**src/hdl/bccb_defs.vh**
```
// Purpose: Offsets, field positions, reset values and timing counts for the chip control bank
// Assumes: core_clk at 100 MHz (10 ns period)
// Notes: Definitions only
`ifndef BCCB_DEFS_VH
`define BCCB_DEFS_VH

`define BCCB_OFS_CTRL 8'h40
`define BCCB_OFS_RSVD 8'h44

`define BCCB_BIT_FC_ONE 15
`define BCCB_BIT_RETRY_EXP 16
`define BCCB_LSB_RETRY_LIM 17
`define BCCB_BIT_DISC_DIS 19
`define BCCB_BIT_DISC_SHORT 20
`define BCCB_LSB_CRS_TMR 21
`define BCCB_BIT_DT_ORDER 23
`define BCCB_LSB_CPL_TMR 24
`define BCCB_BIT_ISO_EN 26
`define BCCB_LSB_ISO_TC 27
`define BCCB_BIT_PWR_SAVE 30
`define BCCB_BIT_PRI_LOCK 31

`define BCCB_RST_RETRY_LIM 2'h0
`define BCCB_RST_CRS_TMR 2'h1
`define BCCB_RST_CPL_TMR 2'h1
`define BCCB_RST_ISO_TC 3'h1
`define BCCB_RST_RSVD 32'h00000000

`define BCCB_CLK_PERIOD_NS 10
`define BCCB_RETRY_LIM_256 32'h00000100
`define BCCB_RETRY_LIM_64K 32'h00010000
`define BCCB_RETRY_LIM_2G 32'h80000000
`define BCCB_DISC_SHORT_CLKS 10'h040
`define BCCB_CRS_T0_NS 25000
`define BCCB_CRS_T1_NS 500000
`define BCCB_CRS_T2_NS 5000000
`define BCCB_CRS_T3_NS 25000000
`define BCCB_CPL_T0_NS 50000
`define BCCB_CPL_T1_NS 10000000
`define BCCB_CPL_T2_NS 50000000

`endif

```
**src/hdl/bccb_bank.v**
```verilog
// Purpose: Upper chip control word of the bridge and the behaviour it steers
// Assumes: Config accesses arrive as single-cycle strobes from the config decoder
// Notes: Lower 15 bits of the control word belong elsewhere and read as zero here
// Functional notes
// Credit updates go out every two freed credits when bit 15 is clear, every one when set.
// Bit 16 sets when the retry counter expires and stays until reset or a write of one.
// Bits 18:17 pick the retry limit: none, 256, 64K or 2G retries.
// Bit 19 set disables the discard timer, clear leaves it to the bridge control register.
// Bit 20 set makes the discard timer expire after 64 PCI clocks.
// Bits 22:21 pick a configuration retry timeout of 25us, 0.5ms, 5ms or 25ms.
// Bit 23 set forces delayed transactions to complete in order.
// Bits 25:24 pick a completion timeout of 50us, 10ms, 50ms or none.
// Bit 26 clear maps forwarded PCI memory traffic to TC0, set uses the iso class.
// Bits 29:27 hold the isochronous traffic class, reset 001.
// Bit 30 set gates the internal clocks while the link is in L1 or L1s.
// Bit 31 set locks out primary-side config access with CRS completions.
// The retry counter counts consecutive retries on one transaction and restarts on completion.
`timescale 1ns/1ps
`include "bccb_defs.vh"

module bccb_bank #(
    parameter CRS_T0 = `BCCB_CRS_T0_NS / `BCCB_CLK_PERIOD_NS,
    parameter CRS_T1 = `BCCB_CRS_T1_NS / `BCCB_CLK_PERIOD_NS,
    parameter CRS_T2 = `BCCB_CRS_T2_NS / `BCCB_CLK_PERIOD_NS,
    parameter CRS_T3 = `BCCB_CRS_T3_NS / `BCCB_CLK_PERIOD_NS,
    parameter CPL_T0 = `BCCB_CPL_T0_NS / `BCCB_CLK_PERIOD_NS,
    parameter CPL_T1 = `BCCB_CPL_T1_NS / `BCCB_CLK_PERIOD_NS,
    parameter CPL_T2 = `BCCB_CPL_T2_NS / `BCCB_CLK_PERIOD_NS
) (
    input wire core_clk, // Clock, 100 MHz
    input wire srst, // Synchronous reset, active high
    input wire cfg_req, // Config access strobe
    input wire cfg_wr, // 1 write, 0 read
    input wire cfg_primary, // Access came from the primary side
    input wire [7:0] cfg_addr, // Byte offset
    input wire [3:0] cfg_be, // Byte enables
    input wire [31:0] cfg_wdata, // Write data
    output reg cfg_ack, // Access done, read data valid
    output reg cfg_crs, // Completion with CRS status
    output reg [31:0] cfg_rdata, // Read data
    input wire credit_freed, // One receive credit became free
    output reg fc_update, // Send flow-control update pulse
    input wire pci_retry, // Forwarded transaction got a retry
    input wire pci_done, // Forwarded transaction completed
    output reg retry_expired, // Retry limit reached, abandon
    input wire brg_disc_en, // Discard timer enable from bridge control
    input wire brg_disc_long, // Long discard duration from bridge control
    output reg disc_enable, // Discard timer runs
    output reg [9:0] disc_clks, // Discard timer length in PCI clocks
    input wire crs_start, // Config request retry timer start
    input wire crs_stop, // Config request retry timer stop
    output reg crs_timeout, // Config request retry timeout
    input wire cpl_start, // Completion timer start
    input wire cpl_stop, // Completion received
    output reg cpl_timeout, // Completion timeout
    output reg dt_in_order, // Delayed transactions strictly in order
    output reg [2:0] tx_tc, // Traffic class of forwarded memory writes
    input wire link_l1, // Link is in L1 or L1s
    output reg clk_gate // Gate internal clocks
);

localparam [9:0] DISC_LONG = 10'h200;
localparam [9:0] DISC_NORM = 10'h040;

reg fc_one_r;
reg retry_exp_r;
reg [1:0] retry_lim_r;
reg disc_dis_r;
reg disc_short_r;
reg [1:0] crs_sel_r;
reg dt_order_r;
reg [1:0] cpl_sel_r;
reg iso_en_r;
reg [2:0] iso_tc_r;
reg pwr_save_r;
reg pri_lock_r;
reg credit_half_r;
reg [31:0] retry_cnt_r;
reg [31:0] retry_lim_val;
reg [31:0] crs_lim;
reg [31:0] cpl_lim;
reg [31:0] ctrl_word;
wire crs_exp;
wire cpl_exp;
wire hit_ctrl;
wire wr_ok;
wire lim_hit;

function [31:0] sel4;
    input [1:0] s;
    input [31:0] a0;
    input [31:0] a1;
    input [31:0] a2;
    input [31:0] a3;
    begin
        case (s)
            2'h0: sel4 = a0;
            2'h1: sel4 = a1;
            2'h2: sel4 = a2;
            default: sel4 = a3;
        endcase
    end
endfunction

////////////////////////////////////////////////////////////////////////////////
// Register access

assign hit_ctrl = (cfg_addr == `BCCB_OFS_CTRL);
assign wr_ok = cfg_req && cfg_wr && hit_ctrl && !(pri_lock_r && cfg_primary);

always @* begin
    ctrl_word = 32'h00000000;
    ctrl_word[`BCCB_BIT_FC_ONE] = fc_one_r;
    ctrl_word[`BCCB_BIT_RETRY_EXP] = retry_exp_r;
    ctrl_word[`BCCB_LSB_RETRY_LIM +: 2] = retry_lim_r;
    ctrl_word[`BCCB_BIT_DISC_DIS] = disc_dis_r;
    ctrl_word[`BCCB_BIT_DISC_SHORT] = disc_short_r;
    ctrl_word[`BCCB_LSB_CRS_TMR +: 2] = crs_sel_r;
    ctrl_word[`BCCB_BIT_DT_ORDER] = dt_order_r;
    ctrl_word[`BCCB_LSB_CPL_TMR +: 2] = cpl_sel_r;
    ctrl_word[`BCCB_BIT_ISO_EN] = iso_en_r;
    ctrl_word[`BCCB_LSB_ISO_TC +: 3] = iso_tc_r;
    ctrl_word[`BCCB_BIT_PWR_SAVE] = pwr_save_r;
    ctrl_word[`BCCB_BIT_PRI_LOCK] = pri_lock_r;
end

always @(posedge core_clk) begin
    if (srst) begin
        cfg_ack <= 1'b0;
        cfg_crs <= 1'b0;
        cfg_rdata <= 32'h00000000;
    end else begin
        cfg_ack <= cfg_req;
        cfg_crs <= cfg_req && pri_lock_r && cfg_primary;
        if (cfg_req && !cfg_wr && hit_ctrl && !(pri_lock_r && cfg_primary)) begin
            cfg_rdata <= ctrl_word;
        end else begin
            cfg_rdata <= `BCCB_RST_RSVD;
        end
    end
end

always @(posedge core_clk) begin
    if (srst) begin
        fc_one_r <= 1'b0;
        retry_lim_r <= `BCCB_RST_RETRY_LIM;
        disc_dis_r <= 1'b0;
        disc_short_r <= 1'b0;
        crs_sel_r <= `BCCB_RST_CRS_TMR;
        dt_order_r <= 1'b0;
        cpl_sel_r <= `BCCB_RST_CPL_TMR;
        iso_en_r <= 1'b0;
        iso_tc_r <= `BCCB_RST_ISO_TC;
        pwr_save_r <= 1'b0;
        pri_lock_r <= 1'b0;
    end else if (wr_ok) begin
        if (cfg_be[1]) begin
            fc_one_r <= cfg_wdata[`BCCB_BIT_FC_ONE];
        end
        if (cfg_be[2]) begin
            retry_lim_r <= cfg_wdata[`BCCB_LSB_RETRY_LIM +: 2];
            disc_dis_r <= cfg_wdata[`BCCB_BIT_DISC_DIS];
            disc_short_r <= cfg_wdata[`BCCB_BIT_DISC_SHORT];
            crs_sel_r <= cfg_wdata[`BCCB_LSB_CRS_TMR +: 2];
            dt_order_r <= cfg_wdata[`BCCB_BIT_DT_ORDER];
        end
        if (cfg_be[3]) begin
            cpl_sel_r <= cfg_wdata[`BCCB_LSB_CPL_TMR +: 2];
            iso_en_r <= cfg_wdata[`BCCB_BIT_ISO_EN];
            iso_tc_r <= cfg_wdata[`BCCB_LSB_ISO_TC +: 3];
            pwr_save_r <= cfg_wdata[`BCCB_BIT_PWR_SAVE];
            pri_lock_r <= cfg_wdata[`BCCB_BIT_PRI_LOCK];
        end
    end
end

////////////////////////////////////////////////////////////////////////////////
// Flow-control credit updates

always @(posedge core_clk) begin
    if (srst) begin
        credit_half_r <= 1'b0;
        fc_update <= 1'b0;
    end else if (credit_freed) begin
        if (fc_one_r) begin
            credit_half_r <= 1'b0;
            fc_update <= 1'b1;
        end else begin
            credit_half_r <= !credit_half_r;
            fc_update <= credit_half_r;
        end
    end else begin
        fc_update <= 1'b0;
    end
end

////////////////////////////////////////////////////////////////////////////////
// PCI retry counter

always @* begin
    retry_lim_val = sel4(retry_lim_r, 32'h00000000, `BCCB_RETRY_LIM_256,
        `BCCB_RETRY_LIM_64K, `BCCB_RETRY_LIM_2G);
end

assign lim_hit = (retry_lim_r != 2'h0) && (retry_cnt_r + 32'h00000001 >= retry_lim_val);

always @(posedge core_clk) begin
    if (srst) begin
        retry_cnt_r <= 32'h00000000;
        retry_expired <= 1'b0;
        retry_exp_r <= 1'b0;
    end else begin
        retry_expired <= 1'b0;
        if (pci_done) begin
            retry_cnt_r <= 32'h00000000;
        end else if (pci_retry) begin
            if (lim_hit) begin
                retry_cnt_r <= 32'h00000000;
                retry_expired <= 1'b1;
            end else begin
                retry_cnt_r <= retry_cnt_r + 32'h00000001;
            end
        end
        if (pci_retry && !pci_done && lim_hit) begin
            retry_exp_r <= 1'b1;
        end else if (wr_ok && cfg_be[2] && cfg_wdata[`BCCB_BIT_RETRY_EXP]) begin
            retry_exp_r <= 1'b0;
        end
    end
end

////////////////////////////////////////////////////////////////////////////////
// Discard timer, ordering, traffic class, power saving

always @(posedge core_clk) begin
    if (srst) begin
        disc_enable <= 1'b0;
        disc_clks <= DISC_NORM;
        dt_in_order <= 1'b0;
        tx_tc <= 3'h0;
        clk_gate <= 1'b0;
    end else begin
        disc_enable <= brg_disc_en && !disc_dis_r;
        if (disc_short_r) begin
            disc_clks <= `BCCB_DISC_SHORT_CLKS;
        end else begin
            disc_clks <= brg_disc_long ? DISC_LONG : DISC_NORM;
        end
        dt_in_order <= dt_order_r;
        tx_tc <= iso_en_r ? iso_tc_r : 3'h0;
        clk_gate <= pwr_save_r && link_l1;
    end
end

////////////////////////////////////////////////////////////////////////////////
// Configuration retry and completion timers

always @* begin
    crs_lim = sel4(crs_sel_r, CRS_T0, CRS_T1, CRS_T2, CRS_T3);
    cpl_lim = sel4(cpl_sel_r, CPL_T0, CPL_T1, CPL_T2, 32'h00000000);
end

bccb_timer #(.W(32)) u_crs_tmr (
    .core_clk(core_clk),
    .srst(srst),
    .start(crs_start),
    .stop(crs_stop),
    .limit(crs_lim),
    .expired(crs_exp)
);

bccb_timer #(.W(32)) u_cpl_tmr (
    .core_clk(core_clk),
    .srst(srst),
    .start(cpl_start),
    .stop(cpl_stop),
    .limit(cpl_lim),
    .expired(cpl_exp)
);

always @(posedge core_clk) begin
    if (srst) begin
        crs_timeout <= 1'b0;
        cpl_timeout <= 1'b0;
    end else begin
        crs_timeout <= crs_exp;
        cpl_timeout <= cpl_exp && (cpl_sel_r != 2'h3);
    end
end

endmodule

```
**src/hdl/bccb_timer.v**
```verilog
// Purpose: One-shot expiry timer with a run-time limit
// Assumes: Limit stays stable while the count runs; it is compared every running cycle
// Notes: Expired stays high until the next start or stop
`timescale 1ns/1ps

module bccb_timer #(
    parameter W = 32
) (
    input wire core_clk, // Clock
    input wire srst, // Synchronous reset
    input wire start, // Start counting from zero
    input wire stop, // Abandon count
    input wire [W-1:0] limit, // Cycles to expiry
    output reg expired // Count reached limit
);

reg [W-1:0] cnt_r;
reg run_r;

always @(posedge core_clk) begin
    if (srst) begin
        cnt_r <= {W{1'b0}};
        run_r <= 1'b0;
        expired <= 1'b0;
    end else if (start) begin
        cnt_r <= {W{1'b0}};
        run_r <= 1'b1;
        expired <= 1'b0;
    end else if (stop) begin
        run_r <= 1'b0;
        expired <= 1'b0;
    end else if (run_r) begin
        if (cnt_r + 1'b1 >= limit) begin
            run_r <= 1'b0;
            expired <= 1'b1;
        end
        cnt_r <= cnt_r + 1'b1;
    end
end

endmodule

```
**config.mk**
```make
export PLATFORM = sky130hd
export DESIGN_NAME = bccb_bank
export DESIGN_NICKNAME = d
export VERILOG_FILES = /design/src/hdl/bccb_bank.v /design/src/hdl/bccb_timer.v
export VERILOG_INCLUDE_DIRS = /design/src /design/src/hdl
export SDC_FILE = /design/constraint.sdc
export NUM_CORES = 1
export LEC_CHECK = 0
export BUFFER_PORTS_ARGS = -buffer_cell sky130_fd_sc_hd__buf_4
export CORE_ASPECT_RATIO = 0.5
export CORE_UTILIZATION = 54
export DETAILED_ROUTE_END_ITERATION = 7
export GPL_ROUTABILITY_DRIVEN = 1
export GPL_TIMING_DRIVEN = 0
export PLACE_DENSITY = 0.78
export SETUP_SLACK_MARGIN = 0.4
export SYNTH_ARGS = -nofsm -noshare
export SYNTH_HDL_FRONTEND = slang
export SYNTH_HIERARCHICAL = 1
export SYNTH_SLANG_ARGS = --single-unit
```
**constraint.sdc**
```tcl
create_clock -name core_clk -period 3.25 [get_ports core_clk]
set_clock_uncertainty 0.05 [all_clocks]
set_input_delay 0.4875 -clock core_clk [delete_from_list [all_inputs] [get_ports core_clk]]
set_output_delay 0.4875 -clock core_clk [all_outputs]
set_load 0.01 [all_outputs]
```
* Yosys cells after proc, flatten, opt, wreduce, memory -nomap -nowiden
Cells that the tools add are included.
Widths: inputs -> output; s select.
** Word-level totals
- Bits in registers :: 172
- Bits of input ports :: 59
- Output and inout bits :: 54
- Word-level logic and storage cells :: 115
** Operators by class
- Add/sub/neg operators :: 3
- Magnitude comparators :: 3
- Equality and inequality tests :: 8
- Multiplexer cells :: 18
- Bitwise logic cells :: 6
- Reductions and logical operators :: 44
** Operators by type and width (count)
- $add 32x1->32 const B :: 3
- $pmux 32 s3 :: 1
- $pmux 23 s3 :: 1
- $pmux 22 s3 :: 1
- $ge 32x22->1 :: 1
- $ge 32x23->1 :: 1
- $ge 32x32->1 :: 1
- $mux 32 :: 1
- $logic_and 1x1->1 :: 17
- $reduce_and 2->1 :: 7
- $reduce_or 2->1 :: 7
- $mux 1 :: 13
- $mux 10 :: 1
- $reduce_or 3->1 :: 3
- $eq 8x7->1 const B :: 1
- $eq 2x1->1 const B :: 3
- $eq 2x2->1 const B :: 3
- $logic_not 2->1 :: 3
- $not 1->1 :: 6
- $logic_not 1->1 :: 5
- $reduce_bool 2->1 :: 2
- $ne 2x2->1 const B :: 1

* Longest topological paths before layout
- Word-level depth :: 7
- Mapped depth :: 16

* By module
Netlist, hierarchy kept.
** By module, submodules not included
- bccb_timer :: times used 2, cells each 359, area each 2791.4 um^2
- bccb_bank :: times used 1, cells each 495, area each 4217.8 um^2

* Least setup slack after synthesis
Ideal clock, no wire load.
- Kind :: register -> register
- Start point :: register retry_cnt_r[14]
- End point :: register retry_cnt_r[12]
- Arrival :: 3238 ps
- Data required time :: 3068 ps
- Slack :: -170 ps
- Cell stages (with the launch flop) :: 17
- Clock period less this slack :: 3420 ps
- Cells stage by stage :: dfxtp_1 -> clkbuf_1 -> nand3_1 -> nor2_1 -> clkbuf_1 -> and3_1 -> and3_1 -> nor3b_1 -> xor2_1 -> ha_1 -> o211ai_1 -> a21oi_1 -> nand2_1 -> a2111o_1 -> a21oi_4 -> buf_4 -> nor3_1
** On the way
- Longest elaborated chain between the ends :: 4
** Ends and longest elaborated chain
- start: declaration :: line bccb_bank.v:78 : reg [31:0] retry_cnt_r;
- start signal: assignment :: line bccb_bank.v:221 : retry_cnt_r <= retry_cnt_r + 32'h00000001;
- $add 32x1->32 :: line bccb_bank.v:205 : assign lim_hit = (retry_lim_r != 2'h0) && (retry_cnt_r + 32'h00000001 >= retry_lim_val);
- $ge 32x32->1 :: line bccb_bank.v:205
- $logic_and 1x1->1 :: line bccb_bank.v:205
- $mux 32 :: line bccb_bank.v:217 : if (lim_hit) begin
No other way between the ends.
A chain may end at the register's enable or synchronous reset.

* Worst setup path after layout
- Start point :: register retry_cnt_r[16]
- End point :: register retry_cnt_r[17]
** On the way
- Longest elaborated chain between the ends :: 4
** Ends and longest elaborated chain (line)
- $add 32x1->32 * :: bccb_bank.v:205, bccb_bank.v:221
- $ge 32x32->1 :: bccb_bank.v:205
- $logic_and 1x1->1 :: bccb_bank.v:205
- $mux 32 * :: bccb_bank.v:217
Every way passes the cells marked *; elsewhere a longest branch is shown, timed or not.

==> flow_summary.toml <==
[outcome]
status = "finished, violations left"
violations = "DRC, setup timing"

[clocking]
cts.sinks = 149
worstSkewPairLatency_ns = 0.43
cts_max_level = 4
tritoncts = "yes"
clkTransAtPathRegs_ns = 0.07
cts_root_buf = "clkbuf_16"
clk_path_buf_depth = 2
cts_buffers = 17

[grt]
grt_pass1_vias = 9522
grt_start_max_net_pins = 17
overflow = 0
grt_pass1_wl_um = 44900
grt_usage_pct = 29.9
antenna_found_initial = 0

[synthesis]
ys.warnings.count = 6
synth-async-reset-ratio_pct = 0
yosysUniqueCellTypes = 64
syn_area_per_cell_um2 = 8.08
synth_seq_cells = 149
synth-edff-count = 0
ys.flop_type = "dfxtp_1"
syn_inst = 1213
syn_area_um2 = 9800
synth-seq-area-share_pct = 30.4

[placement]
place_area_um2 = 10900
port_buffers = 73
place_ws_ns = -0.281
globalplace.congestion = 0.935
detailed_place_hpwl_um = 17300

[floorplanning]
chipHeight_um = 97.3
pin_count = 113
dieArea_um2 = 18700
coreArea_um2 = 17600
start_util_pct = 55.8
std_cell_rows = 34
die_w_um = 193

[sta]
hold_viol = 0
finalSetupTns_ns = -0.933
drv_slew = 0
fmax_mhz = 302
setup_slack_ns = -0.0568
fin_crit_sh_pct = 102
slew_headroom_pct = 56.2
rsz0062_at_grt = "true"
setup_violations = 24
period_needed_ns = 3.31
tightest_slew_ns = 0.657

[critical_path]
crit_path_max_fanout = 5
cp-endpoint = "retry_cnt_r[17]"
r2r_slack_ns = -0.06
worstPathArrival_ns = 3.54
reg2regPathDepth = 16
cp-start-kind = "register"
endpoint_kind = "register"
criticalPathCategory = "reg2reg"
cp.required_ns = 3.49
rr_startpoint = "retry_cnt_r[16]"
r2r-end = "retry_cnt_r[17]"
crit_start = "retry_cnt_r[16]"

[layout]
fillers = 1221
drive_gt1_share_pct = 29.5
finish.instance_area_um2 = 13100
diodes = 0
layout.nets = 1607
area_growth_pct = 33.9

[route]
met1Wirelength_um = 11300
dr.pass1.iters = 7
initialDrtViolationCount = 586
avgViaCountPerCell = 5.67
post-route-drc-count = 2
route.met2.wl_um = 14900
wl_um = 28600
wl_per_cell_um = 16.7
antenna_left = 0
topRoutingLayerUsed = "met4"
met3WireLength_um = 1560
num_vias = 9718

[min_path]
hold_class = "in2reg"

[pwr]
peakVddDrop_mv = 0.345
power_uw = 4060
cellPowerDensity_nw_per_um2 = 310
p_leak_uw = 0.00585

[run]
max_cap_violations = 0
cell type report:
class / instances / area, um^2 / area share, %
Multi-Input combinational cell: 954 / 6800 / 51.8
Sequential cell: 149 / 3110 / 23.7
Timing Repair Buffer: 178 / 1380 / 10.5
Buffer: 87 / 668 / 5.09
Clock buffer: 17 / 425 / 3.24
Inverter: 80 / 303 / 2.31
Tap cell: 234 / 293 / 2.23
Clock inverter: 15 / 155 / 1.18
layer usage:
metal  vias up  global-route usage (%)
li1       4621                       -
met1      4627                    33.5
met2       378                    54.5
met3        92                    5.74
met4         0                    13.3
met5         -                       0
power breakdown:
part | leakage, uW | switching (uW) | internal, uW
clock network | 0.000281 | 922 | 1090
registers | 0.00124 | 5.22 | 1810
logic | 0.00433 | 136 | 97.1
total | 0.00585 | 1060 | 3000
critical path, cell delays in order (launching register included):
cell and delay, ns:
dfxtp_1 0.34, clkbuf_8 0.13, and4_4 0.20, and2_4 0.16
and3_4 0.20, and3_4 0.18, nor3b_4 0.22, xor2_1 0.10
ha_1 0.30, o211ai_1 0.11, a21oi_1 0.15, nand2_1 0.07
a2111o_1 0.45, a21oi_4 0.21, buf_12 0.15, buf_8 0.12
nor3_1 0.05
registers in the layout, summed over array words and instances (netlist names), 2 cells and up:
signal	count
cfg_rdata	17
cpl_sel_r	2
crs_sel_r	2
disc_clks	2
iso_tc_r	3
retry_cnt_r	32
retry_lim_r	2
tx_tc	3
u_cpl_tmr/cnt_r	32
u_crs_tmr/cnt_r	32
worst min path at each step:
stage,depth (start not counted),slack [ns],startpoint,endpoint
floorplan,1,0.36,disc_dis_r,disc_enable
global placement,1,0.37,disc_dis_r,disc_enable
detailed placement,1,0.39,disc_dis_r,disc_enable
CTS,2,0.20,cpl_stop,u_cpl_tmr/expired
global route,2,0.20,cpl_stop,u_cpl_tmr/expired
finish,2,0.21,cpl_stop,u_cpl_tmr/expired
per-stage QoR:
| step | hold WS [ns] | utilization (%) | cells |
|---|---|---|---|
| after floorplan | 0.362 | - | 1270 |
| after global placement | 0.371 | 62.3 | 1577 |
| after detailed placement | 0.386 | 62.3 | 1577 |
| after CTS | 0.198 | 73.1 | 1698 |
| after global routing | 0.199 | 74.7 | 1714 |
| final | 0.214 | 74.7 | 1714 |
synthesized netlist by cell type, drive strengths merged (3+ instances only):
library cell  number  share of area, %
a31oi              6              0.38
xnor2             57               5.1
inv               79               3.0
nor2b              8              0.51
a211oi             4              0.31
a21oi             50               2.7
nand3             51               3.0
ha                81                10
nand2b             6              0.38
and3              28               1.8
o211ai             7              0.54
or3               16               1.1
a311o              3              0.31
nand2            101               3.9
and2              22               1.4
a211o              8              0.71
nor2             124               4.8
o21ai             30               1.5
mux2i             12               1.2
nor3              63               3.6
nor4              17               1.1
nand4             57               4.1
dfxtp            149                30
nor3b              7              0.54
buf               46               3.2
or2                6              0.38
xor2              84               7.5
and4              18               1.6
clkbuf            41               1.6
cells in the final DEF, fill, tap and decap left out, drive strengths merged, types with 22 or more instances in the layout:
master | Yosys | final
a21oi | 50 | 50
and2 | 22 | 22
and3 | 28 | 28
buf | 46 | 226
clkbuf | 41 | 56
conb | 2 | 59
dfxtp | 149 | 149
ha | 81 | 81
inv | 79 | 89
nand2 | 101 | 101
nand3 | 51 | 51
nand4 | 57 | 57
nor2 | 124 | 124
nor3 | 63 | 63
o21ai | 30 | 30
xnor2 | 57 | 57
xor2 | 84 | 84
kinds of logic (layout without fill, tap and decap cells):
logic type                 after synthesis  in the layout  synth area share (%)
AOI/OAI and AO/OA                      135            135                  9.13
xor gates and xnor gates               141            141                  12.6
adders and majority gates               81             81                  10.3
buffers and inverters                  167            377                  7.84
DFF                                    149            149                  30.4
muxes                                   12             12                  1.23
other                                    2             59                0.0766
and+or+nand+nor                        526            526                  28.4
timing repair:
item	CTS	global route
endpoints found under the setup margin	38	38
setup buffers	87	16
resized for setup	187	42
gates cloned	2	0
hold buffers	0	0
pin swaps	75	25
(Power assumes the default switching activity.)
